===== config.mk =====
export PLATFORM = sky130hd
export DESIGN_NAME = clk_rst_ctrl
export DESIGN_NICKNAME = d
export VERILOG_FILES = /design/src/clk_rst_pkg.sv /design/src/clk_rst_ctrl.sv
export SDC_FILE = /design/constraint.sdc
export NUM_CORES = 1
export LEC_CHECK = 0
export BUFFER_PORTS_ARGS = -buffer_cell sky130_fd_sc_hd__buf_4
export CAP_MARGIN = 10
export CORE_ASPECT_RATIO = 2
export CORE_MARGIN = 3
export CORE_UTILIZATION = 53
export DETAILED_ROUTE_END_ITERATION = 8
export PLACE_DENSITY = 0.85
export SLEW_MARGIN = 20
export SYNTH_ARGS = -nofsm -noshare
export SYNTH_HDL_FRONTEND = slang
export SYNTH_SLANG_ARGS = --single-unit
export TNS_END_PERCENT = 1

===== constraint.sdc =====
create_clock -name sys_clk_in -period 2.2 [get_ports sys_clk_in]
set_clock_uncertainty 0.05 [all_clocks]
set_input_delay 0.22 -clock sys_clk_in [delete_from_list [all_inputs] [get_ports sys_clk_in]]
set_output_delay 0.22 -clock sys_clk_in [all_outputs]
set_load 0.01 [all_outputs]

===== src/clk_rst_pkg.sv =====
package clk_rst_pkg;

	// Management clock rate and derived timing
	localparam int unsigned SYS_CLK_PERIOD_NS = 10;
	localparam int unsigned HOLD_CYCLES       = 10;
	localparam int unsigned ACT_WINDOW_NS     = 160;
	localparam int unsigned ACT_WINDOW_CYCLES = (ACT_WINDOW_NS + SYS_CLK_PERIOD_NS - 1)
		/ SYS_CLK_PERIOD_NS;

	// Register byte offsets
	localparam logic [7:0] CTRL_OFFSET   = 8'h00;
	localparam logic [7:0] STATUS_OFFSET = 8'h04;
	localparam logic [7:0] INFO_OFFSET   = 8'h08;

	// Control field positions
	localparam int unsigned CTRL_EXT_TX_BIT = 0;
	localparam int unsigned CTRL_SYNCE_BIT  = 1;
	localparam int unsigned CTRL_SOFT_BIT   = 2;

	// Status field positions
	localparam int unsigned STAT_ACT_LSB    = 0;
	localparam int unsigned STAT_LOCK_BIT   = 3;
	localparam int unsigned STAT_RDY_BIT    = 4;
	localparam int unsigned STAT_FSM_LSB    = 8;

	// Reset values
	localparam logic [2:0] CTRL_RESET = 3'h0;

	// AXI responses
	localparam logic [1:0] RESP_OKAY   = 2'h0;
	localparam logic [1:0] RESP_SLVERR = 2'h2;

	// Register selector codes
	localparam logic [1:0] SEL_CTRL   = 2'h0;
	localparam logic [1:0] SEL_STATUS = 2'h1;
	localparam logic [1:0] SEL_INFO   = 2'h2;
	localparam logic [1:0] SEL_NONE   = 2'h3;

	// Reset sequencer states
	typedef enum logic [4:0] {
		ST_HOLD     = 5'b00001,
		ST_WAIT_REF = 5'b00010,
		ST_PLL      = 5'b00100,
		ST_TX       = 5'b01000,
		ST_RUN      = 5'b10000
	} seq_state_t;

endpackage


===== src/clk_rst_ctrl.sv =====
// Notes on behaviour
// - Transceiver and coding clocks come from reference clock through internal PLL.
// - Transmit MAC runs on 312.5 MHz core clock, also presented as output.
// - External transmit PLL option makes that input the transmit core clock.
// - Receive core clock of 312.5 MHz derives from recovered clock, needs data.
// - Recovered clock output at 257.8125 MHz only with synchronous-Ethernet option, unfiltered.
// - The single asynchronous reset input resets the whole core.
// - Management interface has its own synchronous reset on management clock.
`timescale 1ns/1ps
`default_nettype none

module clk_rst_ctrl
(
	// Management clock and reset
	input  wire logic        sys_clk_in,
	input  wire logic        rst_n_in,
	input  wire logic        mgmt_reset_in,
	// Core reset and clock observation pins
	input  wire logic        core_reset_in,
	input  wire logic        ref_clk_in,
	input  wire logic        tx_ext_clk_in,
	input  wire logic        rx_rec_clk_in,
	input  wire logic        pll_locked_in,
	input  wire logic        pcs_ready_in,
	// Clock steering and domain resets
	output logic             pll_reset_out,
	output logic             tx_reset_out,
	output logic             rx_reset_out,
	output logic             tx_clk_ext_sel_out,
	output logic             rec_clk_out_en_out,
	output logic             rx_clk_valid_out,
	output logic             core_in_reset_out,
	// AXI4-Lite write address
	input  wire logic [7:0]  s_axi_awaddr,
	input  wire logic        s_axi_awvalid,
	output logic             s_axi_awready,
	// AXI4-Lite write data
	input  wire logic [31:0] s_axi_wdata,
	input  wire logic [3:0]  s_axi_wstrb,
	input  wire logic        s_axi_wvalid,
	output logic             s_axi_wready,
	// AXI4-Lite write response
	output logic [1:0]       s_axi_bresp,
	output logic             s_axi_bvalid,
	input  wire logic        s_axi_bready,
	// AXI4-Lite read address
	input  wire logic [7:0]  s_axi_araddr,
	input  wire logic        s_axi_arvalid,
	output logic             s_axi_arready,
	// AXI4-Lite read data
	output logic [31:0]      s_axi_rdata,
	output logic [1:0]       s_axi_rresp,
	output logic             s_axi_rvalid,
	input  wire logic        s_axi_rready
);

	typedef struct packed {
		logic [2:0]              clk_s1;
		logic [2:0]              clk_s2;
		logic [2:0]              clk_prev;
		logic [2:0]              seen;
		logic [2:0]              active;
		logic [4:0]              win_cnt;
		logic                    rst_s1;
		logic                    rst_s2;
		logic                    lock_s1;
		logic                    lock_s2;
		logic                    rdy_s1;
		logic                    rdy_s2;
		clk_rst_pkg::seq_state_t fsm;
		logic [3:0]              hold_cnt;
		logic [2:0]              ctrl;
		logic                    aw_got;
		logic [7:0]              awaddr;
		logic                    w_got;
		logic [31:0]             wdata;
		logic [3:0]              wstrb;
		logic                    bvalid;
		logic [1:0]              bresp;
		logic                    rvalid;
		logic [31:0]             rdata;
		logic [1:0]              rresp;
	} state_t;

	state_t s_q;
	state_t s_d;

	// Word address decode shared by read and write paths
	function automatic logic [1:0] reg_sel(input logic [7:0] addr);
		case (addr)
			clk_rst_pkg::CTRL_OFFSET:   reg_sel = clk_rst_pkg::SEL_CTRL;
			clk_rst_pkg::STATUS_OFFSET: reg_sel = clk_rst_pkg::SEL_STATUS;
			clk_rst_pkg::INFO_OFFSET:   reg_sel = clk_rst_pkg::SEL_INFO;
			default:                    reg_sel = clk_rst_pkg::SEL_NONE;
		endcase
	endfunction

	logic req_reset;
	logic [31:0] status_word;

	// Core reset request: pin or software hold
	assign req_reset = s_q.rst_s2 | s_q.ctrl[clk_rst_pkg::CTRL_SOFT_BIT];

	// Status word built from synchronised observations
	always_comb
	begin
		status_word = 32'h0;
		status_word[clk_rst_pkg::STAT_ACT_LSB +: 3] = s_q.active;
		status_word[clk_rst_pkg::STAT_LOCK_BIT]     = s_q.lock_s2;
		status_word[clk_rst_pkg::STAT_RDY_BIT]      = s_q.rdy_s2;
		status_word[clk_rst_pkg::STAT_FSM_LSB +: 5] = s_q.fsm;
	end

	// Next-state logic for the whole block
	always_comb
	begin
		s_d = s_q;

		// Two-flop synchronisers; first stage feeds only the second
		s_d.clk_s1  = {rx_rec_clk_in, tx_ext_clk_in, ref_clk_in};
		s_d.clk_s2  = s_q.clk_s1;
		s_d.rst_s1  = core_reset_in;
		s_d.rst_s2  = s_q.rst_s1;
		s_d.lock_s1 = pll_locked_in;
		s_d.lock_s2 = s_q.lock_s1;
		s_d.rdy_s1  = pcs_ready_in;
		s_d.rdy_s2  = s_q.rdy_s1;

		// Activity monitor: a clock that toggles in the window counts as running.
		// Fast clocks alias at this rate, so this only tells alive from stopped.
		s_d.clk_prev = s_q.clk_s2;
		s_d.seen     = s_q.seen | (s_q.clk_s2 ^ s_q.clk_prev);
		if (s_q.win_cnt == 5'(clk_rst_pkg::ACT_WINDOW_CYCLES - 1))
		begin
			// Include a toggle seen in the last cycle so it is not lost
			s_d.win_cnt = 5'h0;
			s_d.active  = s_d.seen;
			s_d.seen    = 3'h0;
		end
		else
		begin
			s_d.win_cnt = s_q.win_cnt + 5'h1;
		end

		// Reset release sequencer
		case (s_q.fsm)
			clk_rst_pkg::ST_HOLD:
			begin
				// Stretch every request to the minimum hold time
				if (req_reset)
					s_d.hold_cnt = 4'h0;
				else if (s_q.hold_cnt == 4'(clk_rst_pkg::HOLD_CYCLES - 1))
					s_d.fsm = clk_rst_pkg::ST_WAIT_REF;
				else
					s_d.hold_cnt = s_q.hold_cnt + 4'h1;
			end
			clk_rst_pkg::ST_WAIT_REF:
			begin
				// Reference must be alive before the PLL leaves reset
				if (s_q.active[0])
					s_d.fsm = clk_rst_pkg::ST_PLL;
			end
			clk_rst_pkg::ST_PLL:
			begin
				// Transceiver and coding clocks only trusted once locked
				if (s_q.lock_s2)
					s_d.fsm = clk_rst_pkg::ST_TX;
			end
			clk_rst_pkg::ST_TX:
			begin
				// External source must be running when it is selected
				if (!s_q.ctrl[clk_rst_pkg::CTRL_EXT_TX_BIT] || s_q.active[1])
					s_d.fsm = clk_rst_pkg::ST_RUN;
			end
			clk_rst_pkg::ST_RUN:
			begin
				// Lost lock drops the core back to the hold sequence
				// Restart the count so a lock loss gets the full stretch
				if (!s_q.lock_s2)
				begin
					s_d.fsm      = clk_rst_pkg::ST_HOLD;
					s_d.hold_cnt = 4'h0;
				end
			end
			default:
				s_d.fsm = clk_rst_pkg::ST_HOLD;
		endcase
		if (req_reset)
		begin
			s_d.fsm      = clk_rst_pkg::ST_HOLD;
			s_d.hold_cnt = 4'h0;
		end

		// Write channel: address and data taken in either order
		if (s_axi_awvalid && s_axi_awready)
		begin
			s_d.aw_got = 1'b1;
			s_d.awaddr = s_axi_awaddr;
		end
		if (s_axi_wvalid && s_axi_wready)
		begin
			s_d.w_got = 1'b1;
			s_d.wdata = s_axi_wdata;
			s_d.wstrb = s_axi_wstrb;
		end
		if (s_q.aw_got && s_q.w_got && !s_q.bvalid)
		begin
			s_d.aw_got = 1'b0;
			s_d.w_got  = 1'b0;
			s_d.bvalid = 1'b1;
			if (reg_sel(s_q.awaddr) == clk_rst_pkg::SEL_CTRL)
			begin
				s_d.bresp = clk_rst_pkg::RESP_OKAY;
				if (s_q.wstrb[0])
					s_d.ctrl = s_q.wdata[2:0];
			end
			else if (reg_sel(s_q.awaddr) == clk_rst_pkg::SEL_NONE)
				s_d.bresp = clk_rst_pkg::RESP_SLVERR;
			else
				s_d.bresp = clk_rst_pkg::RESP_OKAY; // Read-only words ignore data
		end
		if (s_q.bvalid && s_axi_bready)
			s_d.bvalid = 1'b0;

		// Read channel: data captured on address acceptance
		if (s_axi_arvalid && s_axi_arready)
		begin
			s_d.rvalid = 1'b1;
			s_d.rresp  = clk_rst_pkg::RESP_OKAY;
			case (reg_sel(s_axi_araddr))
				clk_rst_pkg::SEL_CTRL:   s_d.rdata = {29'h0, s_q.ctrl};
				clk_rst_pkg::SEL_STATUS: s_d.rdata = status_word;
				clk_rst_pkg::SEL_INFO:   s_d.rdata = 32'(clk_rst_pkg::HOLD_CYCLES);
				default:
				begin
					s_d.rdata = 32'h0;
					s_d.rresp = clk_rst_pkg::RESP_SLVERR;
				end
			endcase
		end
		else if (s_q.rvalid && s_axi_rready)
			s_d.rvalid = 1'b0;

		// Management-side synchronous reset clears only the register port
		if (mgmt_reset_in)
		begin
			s_d.ctrl   = clk_rst_pkg::CTRL_RESET;
			s_d.aw_got = 1'b0;
			s_d.w_got  = 1'b0;
			s_d.bvalid = 1'b0;
			s_d.rvalid = 1'b0;
		end
	end

	// State register; constants only under asynchronous reset
	always_ff @(posedge sys_clk_in or negedge rst_n_in)
	begin
		if (!rst_n_in)
		begin
			s_q          <= '0;
			s_q.fsm      <= clk_rst_pkg::ST_HOLD;
			s_q.ctrl     <= clk_rst_pkg::CTRL_RESET;
		end
		else
			s_q <= s_d;
	end

	// Bus handshakes: one write and one read in flight
	assign s_axi_awready = !s_q.aw_got && !s_q.bvalid && !mgmt_reset_in;
	assign s_axi_wready  = !s_q.w_got && !s_q.bvalid && !mgmt_reset_in;
	assign s_axi_arready = !s_q.rvalid && !mgmt_reset_in;
	assign s_axi_bvalid  = s_q.bvalid;
	assign s_axi_bresp   = s_q.bresp;
	assign s_axi_rvalid  = s_q.rvalid;
	assign s_axi_rdata   = s_q.rdata;
	assign s_axi_rresp   = s_q.rresp;

	// PLL reset released first, then the other domain resets together in ST_RUN;
	// each domain re-times the release on its own clock before use
	assign pll_reset_out      = s_q.fsm[0] | s_q.fsm[1];
	assign tx_reset_out       = !s_q.fsm[4];
	assign rx_reset_out       = !s_q.fsm[4];
	assign core_in_reset_out  = !s_q.fsm[4];
	assign tx_clk_ext_sel_out = s_q.ctrl[clk_rst_pkg::CTRL_EXT_TX_BIT];
	// Recovered clock forwarded raw; filtering is left to the user
	assign rec_clk_out_en_out = s_q.ctrl[clk_rst_pkg::CTRL_SYNCE_BIT]
		& s_q.active[2];
	// Receive clock trusted only with coding ready and the core running
	assign rx_clk_valid_out   = s_q.rdy_s2 & s_q.fsm[4];

endmodule // clk_rst_ctrl

`default_nettype wire


==> results of run 1 <==
[power by group]
group | switching (mW) | total, mW | internal (mW)
combinational | 0.144 | 0.290 | 0.146
clock | 0.457 | 1.16 | 0.705
sequential | 0.0558 | 1.36 | 1.30
total | 0.656 | 2.81 | 2.15
[registers in the layout (all words and copies together), names as in the netlist]
| register | flops |
|---|---|
| s_axi_rvalid | 1 |
| s_q | 42 |
| s_axi_rresp | 1 |
| s_d | 9 |
| tx_clk_ext_sel_out | 1 |
| s_axi_bvalid | 1 |
| s_axi_rdata | 10 |
| s_axi_bresp | 1 |
[placed cells by master, fill, tap and decap left out, types with 2 or more instances in the layout]
cell type	count
xor2_1	6
nor4_1	5
nor2_1	25
bufinv_16	2
o21ai_1	4
mux2_1	3
nor2b_1	3
mux2i_1	6
nand2_1	11
a22o_1	6
clkbuf_8	11
ha_1	3
o21ai_0	3
a21oi_1	6
and2_1	5
inv_1	7
dlygate4sd3_1	8
dfrtp_1	65
buf_4	58
conb_1	24
a211o_1	2
nand4_1	5
a21boi_0	2
o21a_1	3
o31ai_1	4
mux2_2	9
nand3_1	5
a41o_1	2
[routing by layer]
layer  part of all wire [%]  vias to the layer above  routed length [um]
met5                      0                        -                   0
met4                    2.9                        0                 159
met3                    6.5                       15                 361
met2                     55                       72                3050
met1                     36                      965                1970
li1                       -                      953                   -
[stage by stage]
step / cell area (um2) / instances / utilization (%)
6_report: 3600 / 381 / 65.9
5_1_grt: 3600 / 381 / 65.9
4_1_cts: 3600 / 381 / 65.9
3_5_place_dp: 3290 / 357 / 60.1
3_3_place_gp: 3290 / 357 / 60.1
2_1_floorplan: 3100 / 285 / -
[cells by family (layout without fill, tap and decap cells)]
group           count (synthesis)  in the layout  synth area share [%]
fa+ha+maj                       3              3                  1.25
compound gates                 41             41                  10.3
simple gates                   73             73                  13.5
mux                            18             18                  6.48
flops                          66             66                  54.8
other cells                     1             24                 0.124
buf+inv                        54             90                  11.7
xor+xnor                        6              6                  1.74
[area by class of cell]
type                    count  area [um2]
fillers                   420        1860
clock inverters             5        85.1
multi-input cells         165        1090
inverters                   8        30.0
clock buffers              11         151
repair buffers             66         515
well taps                  60        75.1
flip-flops and latches     66        1650
[final timing paths]
path,slack [ps],to,cells after the start
worst max register to register,500,s_q[88],4
worst min-delay path,40,s_q[77],2
worst min register to register,300,s_d[113],0
min in group asynchronous,460,s_q[89],2
worst max-delay path,500,s_q[88],4
max in group asynchronous,1090,s_q[76],2
[repair_timing]
item / 4_1_cts / 5_1_grt
hold buffers: 8 / 0
resized for setup: 0 / 0
endpoints found under the hold margin: 72 / 0
==> impl_metrics.tcl, run 1 <==
set metrics [dict create \
    fmax_mhz 589 \
    status "finished, final reports clean" \
    viasPerCell 5.26 \
    drt-total-wl_mm 5.54 \
    setup.worst_path.end_class "flop" \
    power.total_mw 2.81 \
    p_leak_nw 1.75 \
    core-area_um2 5470 \
    first_pass_iters 4 \
    grt_pass1_vias 2056 \
    diodes 0 \
    use_met1_pct 19.0 \
    die_height_um 113 \
    final-hold-violation-count 0 \
    top_usage_layer "met2" \
    p_per_area_nw_per_um2 779 \
    synthTopCellsByCount "dfrtp_1, buf_4, nor2_1, nand2_1, mux2_2" \
    hp-class "input pin to flop" \
    postSynthCellCount 262 \
    hpwl_mm 4.10 \
    critical_path_buf_inv_count 0 \
    slew_headroom_pct 46.1 \
    grt_max_degree 67 \
    max-cap-violations 0 \
    vdd_drop_max_v 0.000651 \
    first_iter_violations 48 \
    avgSynthCellArea_um2 11.5 \
    root_buffer "clkbuf_8" \
    setup_violations 0 \
    yosys_warnings 0 \
    min_period_ps 1700 \
    clk_latency_ps 340 \
    ioPinCount 114 \
    crit_required_ps 2410 \
    die_x_um 59.3 \
    setup-tns-final_ps 0 \
    synth_top_area_share_pct 54.0 \
    synth.area.top_cells "dfrtp_1, buf_4, mux2_2" \
    gr-total-overflow 0 \
    avgRoutedWirePerCell_um 14.5 \
    drive_above_1_share_pct 28.3 \
    clk_pin_slew_ps 80 \
    min-delay-start "s_axi_awaddr[2]" \
    timing.rr.start "s_q[92]" \
    grt_first_pass_wirelength_mm 9.15 \
    maxSlewViolCount 0 \
    synth_ff_type "dfrtp_1" \
    cts_buffers 9 \
    yosys.area.top_type "dfrtp_1" \
    areaGrowthSynthToFinish_pct 19.6 \
    critPathSlowestCell "nor4_1" \
    critPathKind "flop to flop" \
    crit_family "simple AND/OR/NAND/NOR gates" \
    globalRouteMet3Util_pct 6.21 \
    die_area_um2 6680 \
    cts_setup_buffers 0 \
    critPathLaunch "s_q[92]" \
    cp-start-kind "flop" \
    ys_ff_latch 66 \
    layout.nets 385 \
    grt_usage_pct 18.3 \
    tightest_slew_ps 809 \
    rsz0062_at_grt "false" \
    finalHoldWorstSlack_ps 45.0 \
    vias 2005 \
    postRouteAntennaNets 0 \
    slowest_delay_ps 500 \
    antenna_found_initial 0 \
    place.port_buffers 57 \
    start_util_pct 55.1 \
    synthArstFlopShare_pct 100 \
    period_share_pct 77.2 \
    cts_tree "done" \
    syn-cell-area_um2 3010 \
    setup_slack_ps 502 \
    synth.most_common_cell "dfrtp_1" \
    htree_levels 3 \
    clock_path_buffers 2 \
    synth_cell_types 53 \
    drcViolationCount 0 \
    worstPathArrival_ps 1900 \
    rows 38 \
    gp_congestion 0.834 \
    synth.yosys.seq_area_share_pct 54.8 \
    path_max_fanout 7 \
    cts.sinks 66 \
    met2_usage_pct 31.0 \
    crit_path_cell_trace "nor4_1, nand4_1, o21ai_1, o2bb2ai_1" \
    pre_cts_slack_ps 552 \
    synth_edf_count 0 \
]
Power figures use the tool's default switching activity.
==> inputs of run 2 (changes only) <==
Settings changed: CORE_UTILIZATION 53 to 44, PLACE_DENSITY 0.85 to 0.76.
Clock period 2.2 ns to 1.45 ns, I/O delays scaled along.
==> run 2 against run 1 <==
  * The flow now finishes with violations (negative setup slack)
  * Cell area rose by 17%
  * Sequential power rose by 51%
  * Sequential share of layout area fell by 6.6 points
  * Largest power group is now clock
  * Cell count rose by 18%
  * Largest cell class unchanged
  * Register-to-register slack got worse by 580 ps
  * Combinational power rose by 100%
  * Highest routed layer unchanged
==> impl_metrics.tcl, run 2 (same netlist as run 1, synthesis figures left out) <==
set metrics [dict create \
    status "complete, but fails checks" \
    violations "negative setup slack" \
    min_period_ps 1520 \
    cp-start-kind "flop" \
    period_share_pct 105 \
    cts.sinks 66 \
    crit_path_cell_trace "buf_6, nor2b_4, and4_4, a41o_1, a31oi_1" \
    maxSlewViolCount 0 \
    die_area_um2 7940 \
    switching_share_pct 21.5 \
    grt_usage_pct 17.3 \
    clock_path_buffers 2 \
    postRouteAntennaNets 0 \
    r2r-end "s_q[90]" \
    internal_power_mw 3.95 \
    drcViolationCount 0 \
    final_cell_mix "buf_4, dfrtp_1, conb_1" \
    layout_commonest_cell "buf_4" \
    ioPinCount 114 \
    p_per_area_nw_per_um2 1190 \
    core-area_um2 6620 \
    setup_slack_ps -74.2 \
    start_util_pct 45.5 \
    p_leak_nw 2.05 \
    largest_register_ffs 42 \
    drive_above_1_share_pct 40.5 \
    place.port_buffers 57 \
    fmax_mhz 656 \
    first_iter_violations 66 \
    gr-total-overflow 0 \
    largest_register "s_q" \
    worstPathArrival_ps 1670 \
    layout.nets 427 \
    root_buffer "clkbuf_16" \
    power.total_mw 5.03 \
    fin_util_pct 63.8 \
    gp_congestion 0.870 \
    slowest_delay_ps 570 \
    netSwitchingPower_mw 1.08 \
    r2r_setup_slack_ps -70 \
    diodes 0 \
    antenna_found_initial 0 \
    clk_pin_slew_ps 50 \
    die_x_um 64.5 \
    setup.worst_path.end_class "flop" \
    cts_tree "done" \
    viasPerCell 4.91 \
    cts_buffers 9 \
    critPathSlowestCell "dfstp_2" \
    htree_levels 3 \
    holdPathStages 2 \
    p_clk_share_pct 47.3 \
    timing.rr.start "s_q[91]" \
    min-delay-start "s_axi_awaddr[0]" \
    final-hold-violation-count 0 \
    die_height_um 123 \
    hpwl_mm 4.53 \
    areaGrowthSynthToFinish_pct 40.1 \
    grt_max_degree 34 \
    grt_pass1_vias 2294 \
    vias 2214 \
    setup_violations 9 \
    first_pass_iters 5 \
    max-cap-violations 0 \
    path_max_fanout 4 \
    min_to "s_q[75]" \
    clk_latency_ps 320 \
    vdd_drop_max_v 0.000960 \
    hp-class "input pin to flop" \
    pwr-share-seq_pct 41.0 \
    critPathKind "flop to flop" \
    crit_required_ps 1600 \
    grt_first_pass_wirelength_mm 10.5 \
    rsz0062_at_grt "true" \
    drt-total-wl_mm 6.57 \
    avgRoutedWirePerCell_um 14.6 \
    rows 42 \
    r2r_cells 5 \
    power_frac_comb_pct 11.7 \
    pre_cts_slack_ps -158 \
]
-- run 2: cell count changes in the layout (fill, tap and decap cells not counted), moves of 3 or more --
cell,before,now
dfrtp_1,65,62
clkbuf_16,0,9
nor4_1,5,2
dfrtp_2,0,3
clkbuf_8,11,3
mux2_2,9,5
dlygate4sd3_1,8,16
buf_4,58,87
mux2_4,0,5
buf_6,0,3
-- run 2: worst max-delay path, delay by kind of cell, from the launching register on --
family	cells	cell delay, ps
AOI/OAI and AO/OA	2	260
DFF	1	570
buffers and inverters	1	130
and+or+nand+nor	2	400
-- run 2: how the worst max path moves through the flow --
stage / from / to / slack (ps) / cells after the start
after global routing: s_q[76] / tx_clk_ext_sel_out / -180 / 6
after floorplan: s_axi_bvalid / s_q[75] / -40 / 4
final: s_q[91] / s_q[90] / -70 / 5
after detailed placement: s_q[93] / s_q[90] / -160 / 5
after global placement: s_q[93] / s_q[90] / -100 / 5
after CTS: s_q[94] / s_q[88] / -30 / 4
-- run 2: routing by layer --
metal  track usage [%]  vias to the layer above  share of wire, %
met5                 0                        -                 0
met4              9.14                        0               2.5
met3              4.09                       14               5.2
met2              32.8                       74                58
met1              16.9                     1082                35
li1                  -                     1044                 -
-- run 2: timing repair --
| item | 4_1_cts | 5_1_grt |
|---|---|---|
| pin swaps | 5 | 7 |
| gates resized for setup | 16 | 17 |
| setup buffers | 3 | 0 |
| endpoints found under the hold margin | 45 | 0 |
| hold buffers | 16 | 0 |
| setup endpoints to repair | 13 | 20 |
-- run 2: power by group through the flow --
| stage | registers [mW] | logic, mW | clock network [mW] |
|---|---|---|---|
| floorplan | 2.07 | 0.313 | 0 |
| global placement | 2.08 | 0.487 | 0 |
| detailed placement | 2.08 | 0.505 | 0 |
| CTS | 2.05 | 0.559 | 2.41 |
| global route | 2.08 | 0.650 | 2.49 |
| finish | 2.06 | 0.588 | 2.38 |
-- run 2: cell type report --
class / count / area (um2)
Tap cell: 88 / 110
Sequential cell: 66 / 1660
Multi-Input combinational cell: 165 / 1200
Timing Repair Buffer: 108 / 887
Inverter: 8 / 30.0
Fill cell: 533 / 2400
Clock buffer: 12 / 267
Clock inverter: 4 / 72.6
-- run 2: per-stage QoR --
stage	std cells	TNS [ps]	instance area, um2	hold WS [ps]
2_1_floorplan	285	-370	3110	-201
3_3_place_gp	418	-395	3600	59.7
3_5_place_dp	418	-632	3600	63.5
4_1_cts	451	-132	4160	2.50
5_1_grt	451	-1160	4220	3.62
6_report	451	-245	4220	4.70
==> inputs of run 3 (changes only) <==
Settings changed: CORE_UTILIZATION 44 to 46, CTS_BUF_LIST set to sky130_fd_sc_hd__clkbuf_8, PLACE_DENSITY 0.76 to 0.79, REMOVE_ABC_BUFFERS set to 1.
==> run 3 against run 2 <==
  * The flow still finishes with violations (negative setup slack)
  * Highest routed layer unchanged
  * Clock power shrank 30%
  * Core utilization grew 1.5 points
  * Die area shrank 4.0%
  * Largest cell class unchanged
  * Sequential share of layout area grew 0.99 points
  * Global-route usage is essentially flat
  * First-iteration DRC count shrank 20%
  * Non-clock buffer count is the same
  * Clock-buffer cell count grew 2
  * Worst hold slack gained 67 ps
  * Register-to-register slack gained 30 ps
  * Cell area shrank 2.5%
==> impl_metrics.tcl, run 3 (same netlist as run 1, synthesis figures left out) <==
set metrics [dict create \
    status "complete, but fails checks" \
    violations "negative setup slack" \
    critPathSlowestCell "dfstp_2" \
    crit_required_ps 1250 \
    grt_first_pass_wirelength_mm 10.1 \
    cts.sinks 66 \
    die_height_um 120 \
    path_max_fanout 4 \
    htree_levels 3 \
    cp-start-kind "flop" \
    power.total_mw 4.32 \
    top_usage_layer "met2" \
    period_share_pct 104 \
    viasPerCell 4.89 \
    diodes 0 \
    hpwl_mm 4.54 \
    critPathKind "flop to output pin" \
    drive_above_1_share_pct 37.6 \
    gr-total-overflow 0 \
    cts_buffers 9 \
    largest_register_ffs 42 \
    ioPinCount 114 \
    cp_common_cell "buf_6" \
    drt-total-wl_mm 6.37 \
    p_leak_nw 2.00 \
    vdd_drop_max_v 0.000727 \
    layout_commonest_cell "buf_4" \
    gp_congestion 0.771 \
    p_per_area_nw_per_um2 1050 \
    postRouteAntennaNets 0 \
    maxSlewViolCount 0 \
    use_met1_pct 17.8 \
    drcViolationCount 0 \
    clk_pin_slew_ps 70 \
    die_area_um2 7620 \
    final-hold-violation-count 0 \
    min_period_ps 1510 \
    clock_path_buffers 2 \
    layout.nets 427 \
    first_pass_iters 4 \
    setup_violations 16 \
    crit_path_cell_trace "buf_6, nor2_4, buf_6, inv_2, buf_6" \
    grt_usage_pct 17.3 \
    setup.worst_path.end_class "output pin" \
    setup_slack_ps -64.2 \
    antenna_found_initial 0 \
    placed_cell_area_um2 3560 \
    grt_pass1_vias 2216 \
    cts_tree "done" \
    postLayoutCellArea_um2 4120 \
    worstPathArrival_ps 1320 \
    areaGrowthSynthToFinish_pct 36.7 \
    root_buffer "clkbuf_8" \
    grt_max_degree 44 \
    clk_latency_ps 330 \
    die_x_um 63.2 \
    rows 41 \
    avgRoutedWirePerCell_um 14.2 \
    first_iter_violations 53 \
    place.port_buffers 57 \
    start_util_pct 47.8 \
    fmax_mhz 660 \
    max-cap-violations 0 \
    hp-class "input pin to flop" \
    final_cell_mix "buf_4, dfrtp_1, conb_1" \
    vias 2192 \
    met2_usage_pct 31.6 \
    core-area_um2 6310 \
    largest_register "s_q" \
    globalRouteMet3Util_pct 4.28 \
    rsz0062_at_grt "true" \
    slowest_delay_ps 580 \
]
[run 3: metal layers]
| metal | wire length (um) | vias to the layer above |
|---|---|---|
| li1 | - | 1035 |
| met4 | 179 | 0 |
| met3 | 284 | 17 |
| met2 | 3630 | 67 |
| met5 | 0 | - |
| met1 | 2280 | 1073 |
[run 3: worst paths after layout]
kind | start | slack (ps) | endpoint | cells past startpoint
max | s_q[91] | -60 | pll_reset_out | 5
min | mgmt_reset_in | 70 | s_q[74] | 3
max reg2reg | s_q[92] | -40 | s_q[93] | 5
min reg2reg | s_d[96] | 300 | s_q[96] | 0
max in group asynchronous | rst_n_in | 600 | s_q[95] | 3
min in group asynchronous | rst_n_in | 200 | s_q[92] | 2
[run 3: what timing repair did]
action,4_1_cts,5_1_grt
buffers inserted,0,1
gates resized for setup,6,28
pin swaps,5,8
hold buffers,22,0
endpoints found under the setup margin,33,29
endpoints found under the hold margin,89,0
[run 3: cell type report]
cell class / instances / area [um2]
clock inverter: 1 / 30.0
clock buffer: 14 / 193
tap: 86 / 108
sequential: 66 / 1660
multi-input combinational: 165 / 1190
inverter: 8 / 30.0
fill: 494 / 2190
timing repair buffer: 108 / 910
[run 3: worst max-delay path, delay by kind of cell (launching register included)]
| kind | cells | cell delay, ps |
|---|---|---|
| buffers and inverters | 4 | 370 |
| AND/OR/NAND/NOR | 1 | 40 |
| flip-flops | 1 | 580 |
[run 3: power by group]
part	leakage, nW	internal, mW	switching [mW]	total [mW]
Sequential	0.815	1.98	0.0989	2.07
Combinational	1.07	0.330	0.259	0.589
Clock	0.115	1.02	0.636	1.66
Total	2.00	3.33	0.993	4.32
[run 3: stage by stage]
step                      hold WS (ps)  worst slack [ps]  utilization, %  TNS, ps  cells
after floorplan                   -201             -81.6               -    -1440    239
after global placement            14.5             -95.8            56.4     -495    411
after detailed placement          19.0              -128            56.4    -1490    411
after CTS                         48.9              -113            63.6     -524    448
after global routing              65.1              -146            65.3    -1450    448
final                             72.1             -64.2            65.3     -318    448
